--- src/verilog/mrc_pkg.sv ---
// Package for the MAC receive-control block: register map, field layout,
// reset values, limits and the packed carriers shared by the design.
// Assumes a 12-bit APB byte address with one 32-bit register per word.
package mrc_pkg;

	// Register byte offsets
	localparam logic [11:0] OFF_MAC_CFG = 12'h0100;
	localparam logic [11:0] OFF_RX_CTRL = 12'h0104;
	localparam logic [11:0] OFF_INT_STS = 12'h0140;
	localparam logic [11:0] OFF_INT_MASK = 12'h0144;

	// receive_control fields
	localparam int RX_MAX_HI = 29;
	localparam int RX_MAX_LO = 16;
	localparam int RX_WTL_BIT = 5;
	localparam int RX_STRIP_BIT = 4;
	localparam int RX_FSE_BIT = 2;
	localparam int RX_DIS_BIT = 1;
	localparam int RX_EN_BIT = 0;

	// MAC configuration fields
	localparam int CFG_AUTO_DPX_BIT = 13;
	localparam int CFG_AUTO_SPD_BIT = 12;
	localparam int CFG_DPX_BIT = 3;
	localparam int CFG_SPD_HI = 2;
	localparam int CFG_SPD_LO = 1;

	// Interrupt status / mask fields
	localparam int IRQ_RXD_BIT = 0;
	localparam int IRQ_LONG_BIT = 1;
	localparam int IRQ_RWT_BIT = 2;
	localparam int IRQ_W = 3;

	// Reset values and limits
	localparam logic [13:0] MAX_SIZE_RST = 14'h05ee;
	localparam logic WTL_RST = 1'b1;
	localparam logic [14:0] WDOG_CUT = 15'h2c01;
	localparam logic [13:0] FCS_BYTES = 14'h0004;
	localparam logic [14:0] VLAN_STEP = 15'h0004;
	localparam logic [7:0] TPID_HI = 8'h81;
	localparam logic [7:0] TPID_LO = 8'h00;
	localparam logic [13:0] TAG1_POS = 14'h000e;
	localparam logic [13:0] TAG2_POS = 14'h0012;
	localparam logic [1:0] SPD_GIG = 2'h2;

	// Configuration image fields
	typedef struct packed {
		logic auto_dpx;
		logic auto_spd;
		logic duplex_select;
		logic [1:0] speed;
	} mrc_img_s;

	localparam mrc_img_s IMG_DEFAULT = '{auto_dpx: 1'b1, auto_spd: 1'b0, duplex_select: 1'b0,
		speed: 2'h0};

	// One byte of a frame
	typedef struct packed {
		logic valid;
		logic last;
		logic [7:0] data;
	} mrc_byte_s;

	// Receive command word toward the FIFO controller
	typedef struct packed {
		logic valid;
		logic [13:0] len;
		logic long_frame;
		logic wdog_timeout;
	} mrc_cmd_s;

	typedef enum logic [1:0] {
		ST_IDLE = 2'b00,
		ST_RECV = 2'b01,
		ST_DROP = 2'b10
	} mrc_state_e;

endpackage : mrc_pkg

--- src/verilog/mrc_rx_ctrl.sv ---
// MAC receive control: enable and graceful stop, length limits, watchdog
// truncation, FCS stripping and the duplex/speed configuration fields.
// Assumes byte stream input synchronous to clk_sys, one byte per valid.
`timescale 1ns/1ns

// Function
// - Flag frames longer than programmed maximum
// - Watchdog truncates frames beyond 11264 bytes
// - Select 0 cuts at max plus one
// - Select 1 cuts at 11265, flags timeout
// - Strip last four bytes when enabled
// - Without VLAN enforcement, plain maximum applies
// - VLAN enforcement adds 4 per tag
// - Receive only while enable bit set
// - Finish current frame before disabling receiver
// - Disabled flag set on shutdown, write-clear
// - Auto duplex defaults from image, restored
// - Auto speed defaults from image, restored
// - Duplex and speed default from image
// - Duplex select writable only without auto
// - Speed writable only without auto detect
// - No half duplex at gigabit speed; the read-back duplex bit is not forced
module mrc_rx_ctrl (
	// Clock and reset
	input wire logic clk_sys,
	input wire logic sys_rst,
	// APB slave
	input wire logic psel,
	input wire logic penable,
	input wire logic pwrite,
	input wire logic [11:0] paddr,
	input wire logic [31:0] pwdata,
	output logic [31:0] prdata,
	output logic pready,
	output logic pslverr,
	// Configuration image and soft resets
	input wire logic img_load,
	input wire logic ee_present,
	input wire mrc_pkg::mrc_img_s ee_img,
	input wire logic otp_programmed,
	input wire mrc_pkg::mrc_img_s otp_img,
	input wire logic usb_reset,
	input wire logic soft_lite_reset,
	// Detected link mode
	input wire logic det_duplex,
	input wire logic [1:0] det_speed,
	// Frame stream in and out
	input wire mrc_pkg::mrc_byte_s rx_in,
	output mrc_pkg::mrc_byte_s rx_out,
	output mrc_pkg::mrc_cmd_s rx_command_word_a,
	// Effective mode and interrupt
	output logic mac_full_duplex,
	output logic [1:0] mac_speed,
	output logic irq
);

	////////////////////////////////////////////////////////////////////////
	// Helpers

	// Sticky bits: hardware set beats a same-cycle software clear
	function automatic logic [mrc_pkg::IRQ_W-1:0] mrc_w1c(
		input logic [mrc_pkg::IRQ_W-1:0] cur,
		input logic [mrc_pkg::IRQ_W-1:0] set,
		input logic [mrc_pkg::IRQ_W-1:0] clr);
		mrc_w1c = (cur & ~clr) | set;
	endfunction : mrc_w1c

	////////////////////////////////////////////////////////////////////////
	// Registers and bus decode

	logic [13:0] max_size_reg;
	logic wtl_reg;
	logic strip_reg;
	logic fse_reg;
	logic rxd_reg;
	logic rx_enable_bit;
	logic stop_pend_reg;
	mrc_pkg::mrc_img_s img_reg;
	mrc_pkg::mrc_img_s cfg_reg;
	logic [mrc_pkg::IRQ_W-1:0] sts_reg;
	logic [mrc_pkg::IRQ_W-1:0] mask_reg;
	wire logic [mrc_pkg::IRQ_W-1:0] evt;
	mrc_pkg::mrc_state_e state_reg;
	mrc_pkg::mrc_state_e state_next;

	logic wr;
	logic rd_setup;
	logic hit;
	logic sel_rx;
	logic sel_cfg;
	logic sel_sts;
	logic sel_mask;
	logic restore;
	logic dpx_eff;
	logic [1:0] spd_eff;

	// Zero-wait slave; read data latched in setup so it is a flop at access
	assign sel_rx = paddr == mrc_pkg::OFF_RX_CTRL;
	assign sel_cfg = paddr == mrc_pkg::OFF_MAC_CFG;
	assign sel_sts = paddr == mrc_pkg::OFF_INT_STS;
	assign sel_mask = paddr == mrc_pkg::OFF_INT_MASK;
	assign hit = sel_rx | sel_cfg | sel_sts | sel_mask;
	assign wr = psel & penable & pwrite;
	assign rd_setup = psel & ~penable & ~pwrite;
	assign pready = 1'b1;
	assign pslverr = psel & penable & ~hit;
	assign restore = usb_reset | soft_lite_reset;

	// Detected values take over when auto detection is on
	assign dpx_eff = cfg_reg.auto_dpx ? det_duplex : cfg_reg.duplex_select;
	assign spd_eff = cfg_reg.auto_spd ? det_speed : cfg_reg.speed;
	assign mac_speed = spd_eff;
	assign mac_full_duplex = dpx_eff | (spd_eff == mrc_pkg::SPD_GIG);

	// Read mux
	always_ff @(posedge clk_sys or posedge sys_rst) begin
		if (sys_rst) begin
			prdata <= 32'h0000_0000;
		end else if (rd_setup) begin
			prdata <= 32'h0000_0000;
			if (sel_rx) begin
				prdata[mrc_pkg::RX_MAX_HI:mrc_pkg::RX_MAX_LO] <= max_size_reg;
				prdata[mrc_pkg::RX_WTL_BIT] <= wtl_reg;
				prdata[mrc_pkg::RX_STRIP_BIT] <= strip_reg;
				prdata[mrc_pkg::RX_FSE_BIT] <= fse_reg;
				prdata[mrc_pkg::RX_DIS_BIT] <= rxd_reg;
				prdata[mrc_pkg::RX_EN_BIT] <= rx_enable_bit;
			end
			if (sel_cfg) begin
				prdata[mrc_pkg::CFG_AUTO_DPX_BIT] <= cfg_reg.auto_dpx;
				prdata[mrc_pkg::CFG_AUTO_SPD_BIT] <= cfg_reg.auto_spd;
				prdata[mrc_pkg::CFG_DPX_BIT] <= dpx_eff;
				prdata[mrc_pkg::CFG_SPD_HI:mrc_pkg::CFG_SPD_LO] <= spd_eff;
			end
			if (sel_sts) begin
				prdata[mrc_pkg::IRQ_W-1:0] <= sts_reg;
			end
			if (sel_mask) begin
				prdata[mrc_pkg::IRQ_W-1:0] <= mask_reg;
			end
		end
	end

	// Receive settings; kept stable by software while enabled
	always_ff @(posedge clk_sys or posedge sys_rst) begin
		if (sys_rst) begin
			max_size_reg <= mrc_pkg::MAX_SIZE_RST;
			wtl_reg <= mrc_pkg::WTL_RST;
			strip_reg <= 1'b0;
			fse_reg <= 1'b0;
			rx_enable_bit <= 1'b0;
		end else if (wr && sel_rx) begin
			max_size_reg <= pwdata[mrc_pkg::RX_MAX_HI:mrc_pkg::RX_MAX_LO];
			wtl_reg <= pwdata[mrc_pkg::RX_WTL_BIT];
			strip_reg <= pwdata[mrc_pkg::RX_STRIP_BIT];
			fse_reg <= pwdata[mrc_pkg::RX_FSE_BIT];
			rx_enable_bit <= pwdata[mrc_pkg::RX_EN_BIT];
		end
	end

	// Graceful stop: only a 1-to-0 enable change arms it, old enable seen here
	always_ff @(posedge clk_sys or posedge sys_rst) begin
		if (sys_rst) begin
			stop_pend_reg <= 1'b0;
		end else if (wr && sel_rx && pwdata[mrc_pkg::RX_EN_BIT]) begin
			stop_pend_reg <= 1'b0;
		end else if (wr && sel_rx && rx_enable_bit) begin
			stop_pend_reg <= 1'b1;
		end else if (evt[mrc_pkg::IRQ_RXD_BIT]) begin
			stop_pend_reg <= 1'b0;
		end
	end

	// Shutdown completes once no frame is being taken
	assign evt[mrc_pkg::IRQ_RXD_BIT] = stop_pend_reg & ~rx_enable_bit
		& (state_reg != mrc_pkg::ST_RECV);

	// Disabled flag, write one to clear, set wins
	always_ff @(posedge clk_sys or posedge sys_rst) begin
		if (sys_rst) begin
			rxd_reg <= 1'b0;
		end else begin
			rxd_reg <= evt[mrc_pkg::IRQ_RXD_BIT]
				| (rxd_reg & ~(wr & sel_rx & pwdata[mrc_pkg::RX_DIS_BIT]));
		end
	end

	// Loaded image: EEPROM first, then OTP, else fixed fallback
	always_ff @(posedge clk_sys or posedge sys_rst) begin
		if (sys_rst) begin
			img_reg <= mrc_pkg::IMG_DEFAULT;
		end else if (img_load) begin
			if (ee_present) begin
				img_reg <= ee_img;
			end else if (otp_programmed) begin
				img_reg <= otp_img;
			end else begin
				img_reg <= mrc_pkg::IMG_DEFAULT;
			end
		end
	end

	// Configuration fields; soft resets restore the image
	always_ff @(posedge clk_sys or posedge sys_rst) begin
		if (sys_rst) begin
			cfg_reg <= mrc_pkg::IMG_DEFAULT;
		end else if (restore) begin
			cfg_reg <= img_reg;
		end else if (img_load) begin
			cfg_reg <= ee_present ? ee_img : (otp_programmed ? otp_img : mrc_pkg::IMG_DEFAULT);
		end else if (wr && sel_cfg) begin
			cfg_reg.auto_dpx <= pwdata[mrc_pkg::CFG_AUTO_DPX_BIT];
			cfg_reg.auto_spd <= pwdata[mrc_pkg::CFG_AUTO_SPD_BIT];
			if (!cfg_reg.auto_dpx) begin
				cfg_reg.duplex_select <= pwdata[mrc_pkg::CFG_DPX_BIT];
			end
			if (!cfg_reg.auto_spd) begin
				cfg_reg.speed <= pwdata[mrc_pkg::CFG_SPD_HI:mrc_pkg::CFG_SPD_LO];
			end
		end
	end

	// Interrupt status and mask
	always_ff @(posedge clk_sys or posedge sys_rst) begin
		if (sys_rst) begin
			sts_reg <= '0;
			mask_reg <= '0;
		end else begin
			sts_reg <= mrc_w1c(sts_reg, evt,
				(wr && sel_sts) ? pwdata[mrc_pkg::IRQ_W-1:0] : '0);
			if (wr && sel_mask) begin
				mask_reg <= pwdata[mrc_pkg::IRQ_W-1:0];
			end
		end
	end

	assign irq = |(sts_reg & mask_reg);

	////////////////////////////////////////////////////////////////////////
	// Frame datapath

	logic [13:0] cnt_reg;
	logic [1:0] tags_reg;
	logic [7:0] prev_reg;
	logic [7:0] hold_reg [0:3];
	logic start;
	logic take;
	logic fin;
	logic trunc_now;
	logic is_long;
	logic [13:0] cnt_n;
	logic [14:0] lim;
	logic [14:0] cut;
	logic [13:0] len_n;

	// Byte position includes DA through FCS
	always_comb begin
		start = (state_reg == mrc_pkg::ST_IDLE) & rx_in.valid & rx_enable_bit;
		take = start | ((state_reg == mrc_pkg::ST_RECV) & rx_in.valid);
		cnt_n = start ? 14'h0001 : 14'(cnt_reg + 14'h0001);
		lim = {1'b0, max_size_reg};
		if (fse_reg) begin
			lim = 15'(lim + 15'(tags_reg) * mrc_pkg::VLAN_STEP);
		end
		if (wtl_reg || (15'(lim + 15'h0001) > mrc_pkg::WDOG_CUT)) begin
			cut = mrc_pkg::WDOG_CUT;
		end else begin
			cut = 15'(lim + 15'h0001);
		end
		trunc_now = take & ({1'b0, cnt_n} == cut);
		fin = take & (rx_in.last | trunc_now);
		is_long = trunc_now | ({1'b0, cnt_n} > lim);
		if (trunc_now) begin
			len_n = cut[13:0];
		end else if (strip_reg) begin
			len_n = (cnt_n > mrc_pkg::FCS_BYTES) ? 14'(cnt_n - mrc_pkg::FCS_BYTES) : 14'h0000;
		end else begin
			len_n = cnt_n;
		end
	end

	assign evt[mrc_pkg::IRQ_LONG_BIT] = fin & is_long;
	assign evt[mrc_pkg::IRQ_RWT_BIT] = fin & trunc_now & (cut == mrc_pkg::WDOG_CUT);

	// Frame state: disabled frames and truncated tails are dropped
	always_comb begin
		state_next = state_reg;
		unique case (state_reg)
			mrc_pkg::ST_IDLE: begin
				if (rx_in.valid && !rx_in.last) begin
					state_next = rx_enable_bit ? mrc_pkg::ST_RECV : mrc_pkg::ST_DROP;
				end
			end
			mrc_pkg::ST_RECV: begin
				if (fin) begin
					state_next = rx_in.last ? mrc_pkg::ST_IDLE : mrc_pkg::ST_DROP;
				end
			end
			mrc_pkg::ST_DROP: begin
				if (rx_in.valid && rx_in.last) begin
					state_next = mrc_pkg::ST_IDLE;
				end
			end
			default: state_next = mrc_pkg::ST_IDLE;
		endcase
	end

	always_ff @(posedge clk_sys or posedge sys_rst) begin
		if (sys_rst) begin
			state_reg <= mrc_pkg::ST_IDLE;
		end else begin
			state_reg <= state_next;
		end
	end

	// Length counter and VLAN tag detection
	always_ff @(posedge clk_sys or posedge sys_rst) begin
		if (sys_rst) begin
			cnt_reg <= 14'h0000;
			tags_reg <= 2'h0;
			prev_reg <= 8'h00;
		end else if (take) begin
			cnt_reg <= cnt_n;
			prev_reg <= rx_in.data;
			if (start) begin
				tags_reg <= 2'h0;
			end else if (prev_reg == mrc_pkg::TPID_HI && rx_in.data == mrc_pkg::TPID_LO) begin
				if (cnt_n == mrc_pkg::TAG1_POS) begin
					tags_reg <= 2'h1;
				end else if (cnt_n == mrc_pkg::TAG2_POS && tags_reg == 2'h1) begin
					tags_reg <= 2'h2;
				end
			end
		end
	end

	// Four-byte delay line; holding the tail lets the FCS be dropped
	always_ff @(posedge clk_sys or posedge sys_rst) begin
		if (sys_rst) begin
			for (int i = 0; i < 4; i++) begin
				hold_reg[i] <= 8'h00;
			end
		end else if (take) begin
			hold_reg[0] <= rx_in.data;
			for (int i = 1; i < 4; i++) begin
				hold_reg[i] <= hold_reg[i-1];
			end
		end
	end

	// Output bytes and command word
	always_ff @(posedge clk_sys or posedge sys_rst) begin
		if (sys_rst) begin
			rx_out <= '0;
			rx_command_word_a <= '0;
		end else begin
			rx_out.valid <= 1'b0;
			rx_out.last <= 1'b0;
			if (take && strip_reg) begin
				rx_out.valid <= cnt_n > mrc_pkg::FCS_BYTES;
				rx_out.last <= fin;
				rx_out.data <= hold_reg[3];
			end else if (take) begin
				rx_out.valid <= 1'b1;
				rx_out.last <= fin;
				rx_out.data <= rx_in.data;
			end
			rx_command_word_a.valid <= fin;
			if (fin) begin
				rx_command_word_a.len <= len_n;
				rx_command_word_a.long_frame <= is_long;
				rx_command_word_a.wdog_timeout <= evt[mrc_pkg::IRQ_RWT_BIT];
			end
		end
	end

endmodule : mrc_rx_ctrl
--- config.mk ---
export PLATFORM = sky130hd
export DESIGN_NAME = mrc_rx_ctrl
export DESIGN_NICKNAME = d
export VERILOG_FILES = /design/src/verilog/mrc_pkg.sv /design/src/verilog/mrc_rx_ctrl.sv
export SDC_FILE = /design/constraint.sdc
export NUM_CORES = 1
export LEC_CHECK = 0
export BUFFER_PORTS_ARGS = -buffer_cell sky130_fd_sc_hd__buf_2
export CAP_MARGIN = 20
export CORE_ASPECT_RATIO = 1.5
export CORE_MARGIN = 2
export CORE_UTILIZATION = 50
export DETAILED_ROUTE_END_ITERATION = 10
export PLACE_DENSITY = 0.82
export SYNTH_ARGS = -nofsm -noshare
export SYNTH_HDL_FRONTEND = slang
export SYNTH_SLANG_ARGS = --single-unit
--- constraint.sdc ---
create_clock -name clk_sys -period 5.3 [get_ports clk_sys]
set_clock_uncertainty 0.15 [all_clocks]
set_input_delay 1.06 -clock clk_sys [delete_from_list [all_inputs] [get_ports clk_sys]]
set_output_delay 1.06 -clock clk_sys [all_outputs]
set_load 0.05 [all_outputs]
==> results.sh <==
export IMPL_fmax_mhz=200
export IMPL_fin_crit_sh_pct=94.4
export IMPL_drcViolationCount=0
export IMPL_crit_slowest_cell="fa_2"
export IMPL_clk_pin_slew_ns=0.06
export IMPL_grt_pass1_vias=7010
export IMPL_clock_sinks=134
export IMPL_finalNonFillerCells=1249
export IMPL_ys_types=86
export IMPL_dr_total_vias=7181
export IMPL_grt_pass1_wl_um=35200
export IMPL_grt_max_degree=95
export IMPL_dieArea_um2=17400
export IMPL_layout_nets=1129
export IMPL_required_ns=5.49
export IMPL_avgSynthCellArea_um2=8.92
export IMPL_die_w_um=109
export IMPL_synth_area_um2=8190
export IMPL_status="complete, no violations"
export IMPL_synthAdderAreaFrac_pct=3.45
export IMPL_r2r_slack_ns=0.30
export IMPL_synthFlopType="dfrtp_1"
export IMPL_hold_buffers=0
export IMPL_synth_seq_cells=134
export IMPL_overflow=0
export IMPL_pre_cts_slack_ns=0.142
export IMPL_hold_viol_final=0
export IMPL_grtUsageTotal_pct=25.7
export IMPL_r2r_start="max_size_reg[2]"
export IMPL_drive_gt1_share_pct=24.3
export IMPL_largest_reg_flops=32
export IMPL_crit_path_max_fanout=12
export IMPL_holdPathStages=2
export IMPL_dp_cells=1217
export IMPL_worst_setup_path_start_kind="flip-flop"
export IMPL_port_buffers=120
export IMPL_p_per_area_nw_per_um2=310
export IMPL_post_cts_resized=0
export IMPL_drt_iter0_drc=487
export IMPL_endpoint_kind="flip-flop"
export IMPL_insertion_delay_ns=0.43
export IMPL_antenna_cells=0
export IMPL_antenna_found_initial=0
export IMPL_rsz0062_at_grt="false"
export IMPL_cts_setup_buffers=0
export IMPL_slew_headroom_pct=41.7
export IMPL_maxCapViolCount=0
export IMPL_rows=57
export IMPL_fillCellCount=1448
export IMPL_finalPower_w=0.00296
export IMPL_drtAntennaViolNets=0
export IMPL_cts_tree="yes"
export IMPL_arrival_ns=5.19
export IMPL_finalWorstSetupSlack_ns=0.296
export IMPL_start_util_pct=50.8
export IMPL_viasPerCell=5.75
export IMPL_syn_instance_count=918
export IMPL_postRouteWirelength_um=21700
export IMPL_worst_hold_path_endpoint="hold_reg[10]"
export IMPL_synthMuxAreaShare_pct=5.74
export IMPL_async_reset_ff_share_pct=100
export IMPL_ir_drop_uv=234
export IMPL_leakagePower_nw=4.53
export IMPL_wl_per_cell_um=17.4
export IMPL_synth_xor_area_share_pct=4.92
export IMPL_critPathKind="flip-flop to flip-flop"
export IMPL_rr_worst_depth=16
export IMPL_root_buffer="clkbuf_16"
export IMPL_cts_inserted_buffers=17
export IMPL_dp_hpwl_um=16000
export IMPL_setup_tns_ns=0
export IMPL_core_area_um2=16100
export IMPL_io_pins=142
export IMPL_ys_warn_count=0
export IMPL_hold_path_startpoint="hold_reg[18]"
export IMPL_ff_latch_area_um2=3370
export IMPL_multi_input_area_um2=4480
export IMPL_seq_area_frac_synth_pct=41.1
export IMPL_cts_htree_levels=4
export IMPL_whs_ns=0.317
export IMPL_synth_compound_area_share_pct=16.4
export IMPL_setup_viol=0
export IMPL_synthSimpleGateAreaFrac_pct=23.2
export IMPL_slowest_delay_ns=0.58
export IMPL_r2r_end="rx_command_word_a[2]"
export IMPL_slew_viol_final=0
export IMPL_die_y_um=161
export IMPL_period_minus_slack_ns=5.00
export IMPL_synth_top_family_by_area="simple AND/OR/NAND/NOR gates"
export IMPL_crit_chain="ha_1, fa_2, nand4_1, a22oi_2, nand2_1, xnor2_1, nand2_1, o41a_2, or2_0, nor4_2, o2111ai_1, nor4_4, buf_4, buf_4, a211oi_1, a31oi_1"
export IMPL_hold_class="flip-flop to flip-flop"
export IMPL_dr_pass1_iters=5
export IMPL_synth_edf_count=0
export IMPL_worst_slew_pin_slew_ns=0.874
export IMPL_areaGrowthSynthToFinish_pct=16.7
export IMPL_cts_path_max_buffers=2
export IMPL_gp_congestion=0.982
==> cells in the mapped netlist (15+ instances only) <==
cell,n,area (µm²)
nand2_1,197,739
mux2_2,25,282
o21ai_0,41,205
nand3_1,20,100
nor3_1,24,120
a21oi_1,32,160
a22o_1,20,175
nor2_1,56,210
nand4_1,17,106
dfrtp_1,123,3080
xnor2_1,32,280
buf_4,15,113
inv_1,29,109
nor4_1,16,100
ha_1,21,263
clkbuf_1,36,135
==> kinds of logic (layout without fill, tap and decap cells) <==
| logic type | count (synthesis) | count (layout) |
|---|---|---|
| buf+inv | 91 | 207 |
| fa+ha+maj | 22 | 22 |
| compound gates | 188 | 188 |
| mux | 41 | 41 |
| flops | 134 | 134 |
| simple gates | 394 | 394 |
| xor+xnor | 46 | 46 |
| other cells | 2 | 11 |
==> layout make-up <==
type	instances	area share, %
clock buffer	18	4.49
clock inverter	14	1.07
inverter	30	1.23
multi-input combinational	702	46.9
sequential	134	35.2
tap	206	2.70
timing repair buffer	145	8.38
==> metal layers <==
metal,global-route usage (%),part of all wire (%)
met1,30.0,39
met2,44.1,51
met5,0,0
met4,13.8,4.3
met3,4.83,4.9
==> per-stage QoR <==
stage,util [%],cell area (µm²)
final,59.3,9560
after global routing,59.3,9560
after CTS,59.2,9540
after detailed placement,55.9,9010
after global placement,55.9,9010
after floorplan,-,8220
==> placed cells by master, fill, tap and decap left out, types with 20 or more instances in the layout <==
cell type    n
nor2_1      56
xnor2_1     31
mux2_2      25
inv_1       28
a22o_1      20
o21ai_0     41
nand3_1     20
buf_2      120
nand2_1    197
ha_1        21
nor3_1      24
dfrtp_1    123
buf_4       24
a21oi_1     32
==> critical path: cells and delay by family, from the launching register on <==
kind / cells / cell delay, ns
xor gates and xnor gates: 1 / 0.36
buffers and inverters: 2 / 0.46
DFF: 1 / 0.40
adders and majority gates: 2 / 0.86
AOI/OAI and AO/OA: 5 / 1.34
and+or+nand+nor: 6 / 1.35
==> how the worst max path moves through the flow <==
stage / startpoint / endpoint / slack (ns)
CTS: max_size_reg[2] / rx_command_word_a[2] / 0.12
detailed placement: max_size_reg[2] / rx_command_word_a[2] / 0.14
global placement: max_size_reg[2] / rx_command_word_a[2] / 0.28
floorplan: sys_rst / cfg_reg[0] / 0.53
finish: max_size_reg[2] / rx_command_word_a[2] / 0.30
global route: max_size_reg[2] / rx_command_word_a[2] / 0.03
==> report_power, final <==
group          switching [W]  internal (W)  leakage [nW]
clock               0.000467      0.000600         0.259
combinational       0.000475      0.000242          2.56
sequential         0.0000655       0.00111          1.72
total                0.00101       0.00195          4.53
(Power assumes the default switching activity.)
